## src/bmc_pkg.sv

```systemverilog
// package for the boot mode controller: boot modes, strap codes, copy sizes
// assumes nothing beyond a SystemVerilog compiler
package bmc_pkg;
    // boot modes held after the reset release
    typedef enum logic [1:0] {
        BMC_NO_BOOT,
        BMC_HOST_BOOT,
        BMC_MEM_BOOT
    } bmc_mode_t;

    // strap codes on the boot mode pins
    localparam logic [1:0] STRAP_NO_BOOT = 2'h0;
    localparam logic [1:0] STRAP_HOST_BOOT = 2'h1;
    localparam logic [1:0] STRAP_MEM_BOOT = 2'h2;

    // memory boot copy: bytes moved, source base and destination address
    localparam int unsigned COPY_BYTES = 1024;
    localparam logic [31:0] ROM_BASE = 32'h0000_0000;
    localparam logic [31:0] BOOT_ADDR = 32'h0000_0000;

    // reset values of the held straps
    localparam logic RST_PCI_SEL = 1'h0;
    localparam logic RST_BIG_ENDIAN = 1'h0;
endpackage

```

## src/bmc_copy_if.sv

```systemverilog
// start and done handshake between the boot controller and the rom copier
// assumes both ends run on the same clock
`timescale 1ns/100ps
interface bmc_copy_if;
    logic start;
    logic big_endian;
    logic done;

    modport ctrl (output start, output big_endian, input done);
    modport copier (input start, input big_endian, output done);
endinterface

```

## src/bmc_rom_copier.sv

```systemverilog
// block copy of the boot rom into memory at address zero
// assumes the rom answers each read with one i_rom_valid pulse
`timescale 1ns/100ps
module bmc_rom_copier #(
    parameter int unsigned BYTES = bmc_pkg::COPY_BYTES
) (
    input wire logic i_core_clk,
    input wire logic i_clear,
    bmc_copy_if.copier cp,
    output logic o_rom_rd,
    output logic [31:0] o_rom_addr,
    input wire logic [7:0] i_rom_data,
    input wire logic i_rom_valid,
    output logic o_mem_we,
    output logic [31:0] o_mem_addr,
    output logic [31:0] o_mem_wdata
);
    typedef enum logic [1:0] {CP_IDLE, CP_READ, CP_WRITE} bmc_cp_state_t;

    typedef struct packed {
        bmc_cp_state_t state;
        logic [31:0] byte_cnt;
        logic [31:0] acc;
        logic rom_rd;
        logic mem_we;
        logic [31:0] mem_addr;
        logic done;
    } bmc_cp_t;

    bmc_cp_t cur;
    bmc_cp_t next_cur;
    logic [31:0] packed_word;

    // byte packing into words in the selected byte order
    always_comb begin
        if (cp.big_endian) begin
            packed_word = {cur.acc[23:0], i_rom_data};
        end else begin
            packed_word = {i_rom_data, cur.acc[31:8]};
        end
    end

    // single-frame block transfer sequencer
    always_comb begin
        next_cur = cur;
        next_cur.mem_we = 1'b0;
        next_cur.done = 1'b0;
        case (cur.state)
            CP_IDLE: begin
                if (cp.start) begin
                    next_cur.state = CP_READ;
                    next_cur.byte_cnt = 32'h0;
                    next_cur.rom_rd = 1'b1;
                end
            end
            CP_READ: begin
                if (i_rom_valid) begin
                    next_cur.acc = packed_word;
                    next_cur.byte_cnt = cur.byte_cnt + 32'h1;
                    if (cur.byte_cnt[1:0] == 2'h3) begin
                        next_cur.state = CP_WRITE;
                        next_cur.rom_rd = 1'b0;
                        next_cur.mem_we = 1'b1;
                        next_cur.mem_addr = bmc_pkg::BOOT_ADDR
                            + {cur.byte_cnt[31:2], 2'h0};
                    end
                end
            end
            CP_WRITE: begin
                if (cur.byte_cnt == BYTES) begin
                    next_cur.state = CP_IDLE;
                    next_cur.done = 1'b1;
                end else begin
                    next_cur.state = CP_READ;
                    next_cur.rom_rd = 1'b1;
                end
            end
            default: begin
                next_cur.state = CP_IDLE;
            end
        endcase
    end

    // state register
    always_ff @(posedge i_core_clk) begin
        if (i_clear) begin
            cur <= '0;
        end else begin
            cur <= next_cur;
        end
    end

    assign cp.done = cur.done;
    assign o_rom_rd = cur.rom_rd;
    assign o_rom_addr = bmc_pkg::ROM_BASE + cur.byte_cnt;
    assign o_mem_we = cur.mem_we;
    assign o_mem_addr = cur.mem_addr;
    assign o_mem_wdata = cur.acc;
endmodule // bmc_rom_copier

```

## src/bmc_boot_ctrl.sv

```systemverilog
// boot mode controller: device reset, strap capture, cpu stall and release
// assumes the pins are asynchronous and host port logic shares i_core_clk
//
// How it works
// - low reset pin holds everything reset
// - reset rising edge starts chosen boot
// - host boot stalls cpu, rest runs
// - host may write memory during stall
// - pci strap picks parallel port or pci
// - interrupt bit releases cpu at zero
// - boot-ending interrupt not pending to cpu
// - bit releases stall only in host boot
// - host may read memory during host boot
// - bit blocks new interrupts until cleared
// - memory boot copies rom to zero
// - bytes packed into words by endianness
// - copy is one automatic block transfer
// - copy completion releases cpu at zero
// - no boot runs from zero at once
`timescale 1ns/100ps
module bmc_boot_ctrl #(
    parameter int unsigned COPY_BYTES = bmc_pkg::COPY_BYTES
) (
    input wire logic i_core_clk,
    input wire logic i_rst,
    input wire logic i_dev_reset_n,
    input wire logic [1:0] i_boot_mode,
    input wire logic i_pci_sel,
    input wire logic i_big_endian,
    input wire logic i_host_irq_set,
    input wire logic i_cpu_irq_clear,
    input wire logic [7:0] i_rom_data,
    input wire logic i_rom_valid,
    output logic o_periph_reset,
    output logic o_cpu_stall,
    output logic o_cpu_start,
    output logic [31:0] o_cpu_boot_addr,
    output logic o_host_access,
    output logic o_host_pci_sel,
    output logic o_host_irq_bit,
    output logic o_cpu_irq,
    output logic o_rom_rd,
    output logic [31:0] o_rom_addr,
    output logic o_mem_we,
    output logic [31:0] o_mem_addr,
    output logic [31:0] o_mem_wdata
);
    typedef enum logic [1:0] {
        ST_RESET, ST_HOST_STALL, ST_MEM_STALL, ST_RUN
    } bmc_state_t;

    typedef struct packed {
        logic rst_n_s1;
        logic rst_n_s2;
        logic rst_n_prev;
        logic [1:0] mode_s1;
        logic [1:0] mode_s2;
        logic pci_s1;
        logic pci_s2;
        logic be_s1;
        logic be_s2;
        bmc_pkg::bmc_mode_t mode;
        logic pci_sel;
        logic big_endian;
        bmc_state_t state;
        logic periph_reset;
        logic cpu_stall;
        logic cpu_start;
        logic host_access;
        logic irq_bit;
        logic cpu_irq;
        logic copy_start;
    } bmc_top_t;

    bmc_top_t cur;
    bmc_top_t next_cur;
    bmc_copy_if cp ();
    logic dev_in_reset;

    assign dev_in_reset = !cur.rst_n_s2;

    // pin synchronisers, strap capture, boot sequencing and interrupt bit
    always_comb begin
        next_cur = cur;
        next_cur.rst_n_s1 = i_dev_reset_n;
        next_cur.rst_n_s2 = cur.rst_n_s1;
        next_cur.rst_n_prev = cur.rst_n_s2;
        next_cur.mode_s1 = i_boot_mode;
        next_cur.mode_s2 = cur.mode_s1;
        next_cur.pci_s1 = i_pci_sel;
        next_cur.pci_s2 = cur.pci_s1;
        next_cur.be_s1 = i_big_endian;
        next_cur.be_s2 = cur.be_s1;
        next_cur.cpu_start = 1'b0;
        next_cur.cpu_irq = 1'b0;
        next_cur.copy_start = 1'b0;
        if (dev_in_reset) begin
            // hold the device in its reset state
            next_cur.state = ST_RESET;
            next_cur.periph_reset = 1'b1;
            next_cur.cpu_stall = 1'b1;
            next_cur.host_access = 1'b0;
            next_cur.irq_bit = 1'b0;
        end else begin
            case (cur.state)
                ST_RESET: begin
                    if (!cur.rst_n_prev) begin
                        // release edge: capture straps and start boot
                        next_cur.periph_reset = 1'b0;
                        next_cur.pci_sel = cur.pci_s2;
                        next_cur.big_endian = cur.be_s2;
                        case (cur.mode_s2)
                            bmc_pkg::STRAP_HOST_BOOT: begin
                                next_cur.mode = bmc_pkg::BMC_HOST_BOOT;
                                next_cur.state = ST_HOST_STALL;
                                next_cur.host_access = 1'b1;
                            end
                            bmc_pkg::STRAP_MEM_BOOT: begin
                                next_cur.mode = bmc_pkg::BMC_MEM_BOOT;
                                next_cur.state = ST_MEM_STALL;
                                next_cur.copy_start = 1'b1;
                            end
                            default: begin
                                next_cur.mode = bmc_pkg::BMC_NO_BOOT;
                                next_cur.state = ST_RUN;
                                next_cur.cpu_stall = 1'b0;
                                next_cur.cpu_start = 1'b1;
                            end
                        endcase
                    end
                end
                ST_HOST_STALL: begin
                    // only the host interrupt bit ends this stall
                    if (i_host_irq_set
                            && cur.mode == bmc_pkg::BMC_HOST_BOOT) begin
                        next_cur.irq_bit = 1'b1;
                        next_cur.cpu_irq = 1'b0;
                        next_cur.state = ST_RUN;
                        next_cur.cpu_stall = 1'b0;
                        next_cur.cpu_start = 1'b1;
                        next_cur.host_access = 1'b0;
                    end
                end
                ST_MEM_STALL: begin
                    // the host bit is latched but never releases here
                    if (i_host_irq_set && !cur.irq_bit) begin
                        next_cur.irq_bit = 1'b1;
                    end
                    if (cp.done) begin
                        next_cur.state = ST_RUN;
                        next_cur.cpu_stall = 1'b0;
                        next_cur.cpu_start = 1'b1;
                    end
                end
                ST_RUN: begin
                    // a free bit takes a set even beside a clear; a held
                    // bit refuses new interrupts until the cpu clears it
                    if (i_host_irq_set && !cur.irq_bit) begin
                        next_cur.irq_bit = 1'b1;
                        next_cur.cpu_irq = 1'b1;
                    end else if (i_cpu_irq_clear) begin
                        next_cur.irq_bit = 1'b0;
                    end
                end
                default: begin
                    next_cur.state = ST_RESET;
                end
            endcase
        end
    end

    // state register
    always_ff @(posedge i_core_clk) begin
        if (i_rst) begin
            cur <= '0;
            cur.state <= ST_RESET;
            cur.mode <= bmc_pkg::BMC_NO_BOOT;
            cur.pci_sel <= bmc_pkg::RST_PCI_SEL;
            cur.big_endian <= bmc_pkg::RST_BIG_ENDIAN;
            cur.periph_reset <= 1'b1;
            cur.cpu_stall <= 1'b1;
        end else begin
            cur <= next_cur;
        end
    end

    assign cp.start = cur.copy_start;
    assign cp.big_endian = cur.big_endian;

    // rom to memory block copier
    bmc_rom_copier #(
        .BYTES(COPY_BYTES)
    ) u_copier (
        .i_core_clk(i_core_clk),
        .i_clear(i_rst | dev_in_reset),
        .cp(cp),
        .o_rom_rd(o_rom_rd),
        .o_rom_addr(o_rom_addr),
        .i_rom_data(i_rom_data),
        .i_rom_valid(i_rom_valid),
        .o_mem_we(o_mem_we),
        .o_mem_addr(o_mem_addr),
        .o_mem_wdata(o_mem_wdata)
    );

    assign o_periph_reset = cur.periph_reset;
    assign o_cpu_stall = cur.cpu_stall;
    assign o_cpu_start = cur.cpu_start;
    assign o_cpu_boot_addr = bmc_pkg::BOOT_ADDR;
    assign o_host_access = cur.host_access;
    assign o_host_pci_sel = cur.pci_sel;
    assign o_host_irq_bit = cur.irq_bit;
    assign o_cpu_irq = cur.cpu_irq;
endmodule // bmc_boot_ctrl

```

## config.mk

```make
export PLATFORM = sky130hd
export DESIGN_NAME = bmc_boot_ctrl
export DESIGN_NICKNAME = d
export VERILOG_FILES = /design/src/bmc_pkg.sv /design/src/bmc_copy_if.sv /design/src/bmc_rom_copier.sv /design/src/bmc_boot_ctrl.sv
export SDC_FILE = /design/constraint.sdc
export NUM_CORES = 1
export LEC_CHECK = 0
export ABC_AREA = 1
export BUFFER_PORTS_ARGS = -buffer_cell sky130_fd_sc_hd__buf_2
export CAP_MARGIN = 20
export CORE_ASPECT_RATIO = 0.8
export CORE_MARGIN = 1
export CORE_UTILIZATION = 40
export DETAILED_ROUTE_END_ITERATION = 8
export PLACE_DENSITY = 0.64
export SYNTH_ARGS = -nofsm -noshare
export SYNTH_HDL_FRONTEND = slang
export SYNTH_HIERARCHICAL = 1
export SYNTH_SLANG_ARGS = --single-unit
```

## constraint.sdc

```tcl
create_clock -name i_core_clk -period 1.9 [get_ports i_core_clk]
set_input_delay 0.38 -clock i_core_clk [delete_from_list [all_inputs] [get_ports i_core_clk]]
set_output_delay 0.38 -clock i_core_clk [all_outputs]
set_load 0.005 [all_outputs]
```

==> results.json, run 1 <==
{
  "worstSkewPairLatency_ps": 410,
  "clock-sinks": 123,
  "initial_core_util_pct": 40.79,
  "grt_overflow": 0,
  "synth_top_family_by_area": "buffers and inverters",
  "h-tree-depth": 4,
  "first_pass_iters": 5,
  "ios": 155,
  "synth_mux_area_share_pct": 0,
  "skew_ps": 7.484,
  "track_usage_pct": 18.37,
  "path_max_fanout": 5,
  "layout_commonest_cell": "nor2_1",
  "synth_top_area_cell": "dfxtp_1",
  "slowest_stage": "dfxtp_1",
  "synth_fa_ha_area_share_pct": 1.859,
  "use_met2_pct": 25.86,
  "fin_setup_tns_ps": 0,
  "wl_mm": 15.57,
  "final_util_pct": 44.28,
  "grt_pass1_vias": 4831,
  "syn_inst": 968,
  "p_per_area_nw_per_um2": 805.2,
  "final_cell_mix": "139 x nor2_1, 135 x nand2_1, 122 x dfxtp_1",
  "finish.instance_area_um2": 7306,
  "p_leak_uw": 0.003250,
  "hp-class": "in2reg",
  "rsz0062_at_grt": "false",
  "path_cells": "ha_1 > nand2_1 > nor2_4 > nand2_1 > nor2_1 > nand3b_1 > nor2_1 > nand2_1 > nand2_1 > nor2_1",
  "yosysTopAreaCellShare_pct": 36.59,
  "worstPathArrival_ps": 1990,
  "antenna_found_initial": 0,
  "drtIter0Drc": 359,
  "cts_inserted_buffers": 17,
  "grt-busiest-layer": "met1",
  "grt_pass1_wl_mm": 25.10,
  "synth-xor-area-share_pct": 0,
  "post_cts_buffers": 0,
  "peakVddDrop_mv": 0.5768,
  "status": "completed",
  "layout.nets": 1016,
  "fin_crit_sh_pct": 88.59,
  "die_h_um": 118.0,
  "ys_seq_area_share_pct": 36.59,
  "total_power_uw": 5883,
  "clkTransAtPathRegs_ps": 50,
  "coreArea_um2": 16500,
  "yosys.area_share.simple_pct": 22.61,
  "max_stage_delay_ps": 380,
  "hold_violations": 0,
  "synth_compound_area_share_pct": 15.24,
  "met1_usage_pct": 26.55,
  "port_buffers": 120,
  "ant_nets": 0,
  "avgViaCountPerCell": 4.672,
  "root_buffer": "clkbuf_16",
  "grt_max_degree": 66,
  "drc": 0,
  "std_cell_rows": 42,
  "cp-start-kind": "flop",
  "crit_top_cell": "nand2_1",
  "cts_tree": "done",
  "placed_area_um2": 6749,
  "synth.distinct_cells": 35,
  "die_area_um2": 17350,
  "finalCriticalPeriod_ps": 1683,
  "setup_viol": 0,
  "syn_area_um2": 6730,
  "cts_resized": 0,
  "path_class": "reg2reg",
  "clk_path_buf_depth": 2,
  "die_w_um": 147.0,
  "synth_warnings": 6,
  "cts_hold_buf": 0,
  "routedWlPerCell_um": 12.78,
  "endpoint_kind": "flop",
  "via_count": 5690,
  "area_growth_pct": 8.552,
  "grt_use_met3_pct": 4.884,
  "final_layout_size_suffix_gt1_share_pct": 19.44,
  "maxClockFrequency_mhz": 594.1,
  "final_max_slew_viol_count": 0,
  "avgSynthCellArea_um2": 6.953,
  "dp_hpwl_mm": 10.99,
  "cap_violations": 0,
  "diodes": 0,
  "gp_congestion": 0.8632,
  "synth.area.top_cells": "dfxtp_1 37%, buf_4 15%, nor2_1 7.8%",
  "ys_ff_latch": 123,
  "worstPathRequired_ps": 2210
}
==> cells by family after synthesis <==
group / after synthesis
simple gates: 349
buf+inv: 284
compound gates: 200
flops: 123
fa+ha+maj: 10
other cells: 2
==> layer usage <==
metal | part of all wire [%] | wire length, um | up-vias
met5 | 0 | 0 | -
met4 | 1.5 | 231 | 0
met3 | 6.7 | 1044 | 20
met2 | 41 | 6394 | 167
met1 | 51 | 7897 | 2540
li1 | - | - | 2963
==> synth_stat cells, drive strengths merged <==
| library cell | instances |
|---|---|
| nand3b | 2 |
| a31oi | 1 |
| nor3 | 15 |
| nor2 | 147 |
| buf | 147 |
| a21oi | 101 |
| clkbuf | 16 |
| a22oi | 2 |
| nand2 | 141 |
| conb | 2 |
| nand3 | 31 |
| a211oi | 3 |
| o21a | 1 |
| ha | 10 |
| nor4 | 1 |
| o21ai | 89 |
| dfxtp | 123 |
| a31o | 1 |
| inv | 121 |
| o31ai | 2 |
| nand4 | 12 |
==> report_power, final <==
| group | leakage [uW] | internal, uW | switching [uW] |
|---|---|---|---|
| Clock | 0.000274 | 1970 | 1130 |
| Sequential | 0.000994 | 2600 | 8.74 |
| Combinational | 0.00198 | 61.6 | 122 |
| Total | 0.00325 | 4630 | 1260 |
==> worst paths after layout <==
check                   startpoint          endpoint  slack (ps)  cells after the start
setup / recovery  u_copier/cur[67]  u_copier/cur[81]         220                     10
setup reg to reg  u_copier/cur[67]  u_copier/cur[81]         220                     10
hold reg to reg            cur[19]           cur[17]         400                      2
hold / removal      i_boot_mode[1]           cur[20]         170                      3
==> layout make-up <==
class / instances / area, um2
fill: 1749 / 9195
multi-input combinational: 593 / 2800
sequential: 123 / 2464
timing repair buffer: 132 / 753.2
clock buffer: 21 / 460.4
inverter: 121 / 456.7
tap: 220 / 275.3
clock inverter: 8 / 96.34
==> metrics by stage <==
stage	std cells	worst slack (ps)	hold slack (ps)
floorplan	1000	460.5	388.3
global placement	1189	246.5	390.3
detailed placement	1189	241.9	394.1
CTS	1218	227.0	148.8
global route	1218	31.49	162.3
finish	1218	216.8	165.8
==> registers in the layout, summed over array words and instances (netlist names) <==
register	cells
o_cpu_irq	1
u_copier/o_mem_we	1
o_host_access	1
cur	15
u_copier/cp.done	1
o_host_pci_sel	1
u_copier/cur	34
u_copier/o_mem_wdata	32
u_copier/o_mem_addr	30
o_cpu_stall	1
cp.start	1
cp.big_endian	1
o_host_irq_bit	1
o_periph_reset	1
u_copier/o_rom_rd	1
o_cpu_start	1
==> critical path, delay by kind of cell, from the launching register on <==
family        cells  cell delay [ps]
fa+ha+maj         1              200
flops             1              380
simple gates      9              980
(Power assumes the default switching activity.)
==> run 2: changes to the inputs <==
- PLACE_DENSITY: 0.64 -> 0.67
- clock period: 1.9 -> 1.4 ns (I/O delays scaled with it)
==> results.json, run 2 (synthesis gave the netlist of run 1 again) <==
{
  "clkTransAtPathRegs_ps": 50,
  "initial_core_util_pct": 40.79,
  "grt_overflow": 0,
  "drc": 0,
  "antenna_found_initial": 0,
  "crit_path_start": "u_copier/cur[67]",
  "h-tree-depth": 4,
  "hp-class": "in2reg",
  "top_register": "u_copier/cur",
  "rsz0062_at_grt": "true",
  "p_per_area_nw_per_um2": 952.6,
  "p_int_uw": 6514,
  "met1_usage_pct": 28.34,
  "power.switching_uw": 1750,
  "p_leak_uw": 0.003949,
  "pre_cts_ws_ps": -151.3,
  "combinationalPowerShare_pct": 3.4,
  "max_stage_delay_ps": 380,
  "r2r_cells": 8,
  "die_area_um2": 17350,
  "ios": 155,
  "maxClockFrequency_mhz": 656.5,
  "slowest_stage": "dfxtp_4",
  "final_cell_mix": "125 x nand2_1, 122 x nor2_1, 118 x buf_2",
  "grt-busiest-layer": "met2",
  "cts_tree": "done",
  "grt_pass1_vias": 5372,
  "coreArea_um2": 16500,
  "r2r_start": "u_copier/cur[67]",
  "dp_hpwl_mm": 12.15,
  "dp_cells": 1272,
  "power.share.switching_pct": 21.18,
  "final_util_pct": 52.58,
  "final_max_slew_viol_count": 0,
  "cp-start-kind": "flop",
  "clk_path_buf_depth": 2,
  "finalCriticalPeriod_ps": 1523,
  "worstPathArrival_ps": 1830,
  "avgViaCountPerCell": 4.696,
  "drtIter0Drc": 434,
  "grt_use_met3_pct": 5.349,
  "r2r_end": "u_copier/cur[89]",
  "layout_commonest_cell": "nand2_1",
  "final_cell_count_no_fill": 1319,
  "port_buffers": 120,
  "hp-start": "i_boot_mode[0]",
  "critical_path.endpoint": "u_copier/cur[89]",
  "holdWs_ps": 67.53,
  "wl_mm": 18.12,
  "skew_ps": 7.577,
  "area_growth_pct": 28.91,
  "placed_area_um2": 7420,
  "violations": "negative setup slack",
  "via_count": 6194,
  "reg2reg_setup_slack_ps": -120,
  "fin_crit_sh_pct": 108.8,
  "routedWlPerCell_um": 13.74,
  "path_class": "reg2reg",
  "cp_top_family": "simple AND/OR/NAND/NOR gates",
  "use_met2_pct": 28.91,
  "worstPathRequired_ps": 1710,
  "finish.instance_area_um2": 8676,
  "status": "finished, violations left",
  "largest_reg_flops": 34,
  "std_cell_rows": 42,
  "final_layout_size_suffix_gt1_share_pct": 34.49,
  "first_pass_iters": 6,
  "grt_pass1_wl_mm": 27.46,
  "diodes": 0,
  "setup_viol": 19,
  "path_cells": "ha_4 > nand2_4 > nor2_4 > nand3_4 > nor3_4 > nand3_2 > o21ai_1 > nor2_1",
  "path_max_fanout": 4,
  "cts_inserted_buffers": 17,
  "track_usage_pct": 19.96,
  "peakVddDrop_mv": 0.8003,
  "root_buffer": "clkbuf_16",
  "ant_nets": 0,
  "layout_setup_ws_ps": -123.2,
  "endpoint_kind": "flop",
  "die_h_um": 118.0,
  "path_buf_inv": 0,
  "worstSkewPairLatency_ps": 420,
  "layout.nets": 1116,
  "hold_violations": 0,
  "cap_violations": 0,
  "pwr-share-seq_pct": 42.5,
  "pwr-share-clk_pct": 54.1,
  "die_w_um": 147.0,
  "grt_max_degree": 59,
  "crit_cells": 8,
  "clock-sinks": 123,
  "gp_congestion": 0.9183
}
[run 2: changes by cell type in the layout (fill, tap and decap cells not counted), moves of 10 or more]
cell	delta
buf_6	+20
nor2_1	-17
dfxtp_4	+11
o21ai_0	-27
nor2_4	+10
o21ai_1	+23
nand2_1	-10
buf_4	+74
dfxtp_2	+11
dfxtp_1	-22
[run 2: worst min-delay path by stage]
stage,cells after the start,slack [ps],to
3_3_place_gp,2,390,cur[18]
4_1_cts,3,50,cur[20]
3_5_place_dp,2,390,cur[22]
5_1_grt,3,60,cur[20]
2_1_floorplan,2,390,cur[14]
6_report,3,70,cur[19]
[run 2: layout make-up]
type / count / area, um2
multi-input combinational: 593 / 3112
clock buffer: 22 / 474.2
sequential: 123 / 2519
clock inverter: 8 / 117.6
inverter: 121 / 466.7
timing repair buffer: 232 / 1712
tap: 220 / 275.3
fill: 1601 / 7825
[run 2: worst register-to-register path, cell delays in order (launching register included)]
cell,delay (ps)
dfxtp_4,380
ha_4,150
nand2_4,60
nor2_4,140
nand3_4,100
nor3_4,270
nand3_2,130
o21ai_1,140
nor2_1,50
[run 2: power groups by stage]
stage / Clock [uW] / Combinational (uW) / Sequential (uW)
finish: 4470 / 279 / 3520
global route: 4700 / 316 / 3520
CTS: 4560 / 275 / 3530
detailed placement: 0 / 273 / 3610
global placement: 0 / 270 / 3610
floorplan: 0 / 246 / 3610
[run 2: routing by layer]
layer | share of wire, % | vias up
met4 | 1.8 | 0
li1 | - | 3150
met3 | 7.7 | 27
met1 | 48 | 2811
met5 | 0 | -
met2 | 42 | 206
[run 2: repair_timing]
item	in CTS	in global routing
pin swaps	13	26
buffers inserted	4	8
gates resized for setup	44	123
cloned	0	5
hold buffers	0	0
setup endpoints to repair	29	91
[run 2: stage by stage]
| stage | setup TNS (ps) | power, uW |
|---|---|---|
| 2_1_floorplan | 0 | 3857 |
| 3_3_place_gp | -887.5 | 3882 |
| 3_5_place_dp | -1492 | 3886 |
| 4_1_cts | -412.1 | 8367 |
| 5_1_grt | -3718 | 8530 |
| 6_report | -922.5 | 8265 |
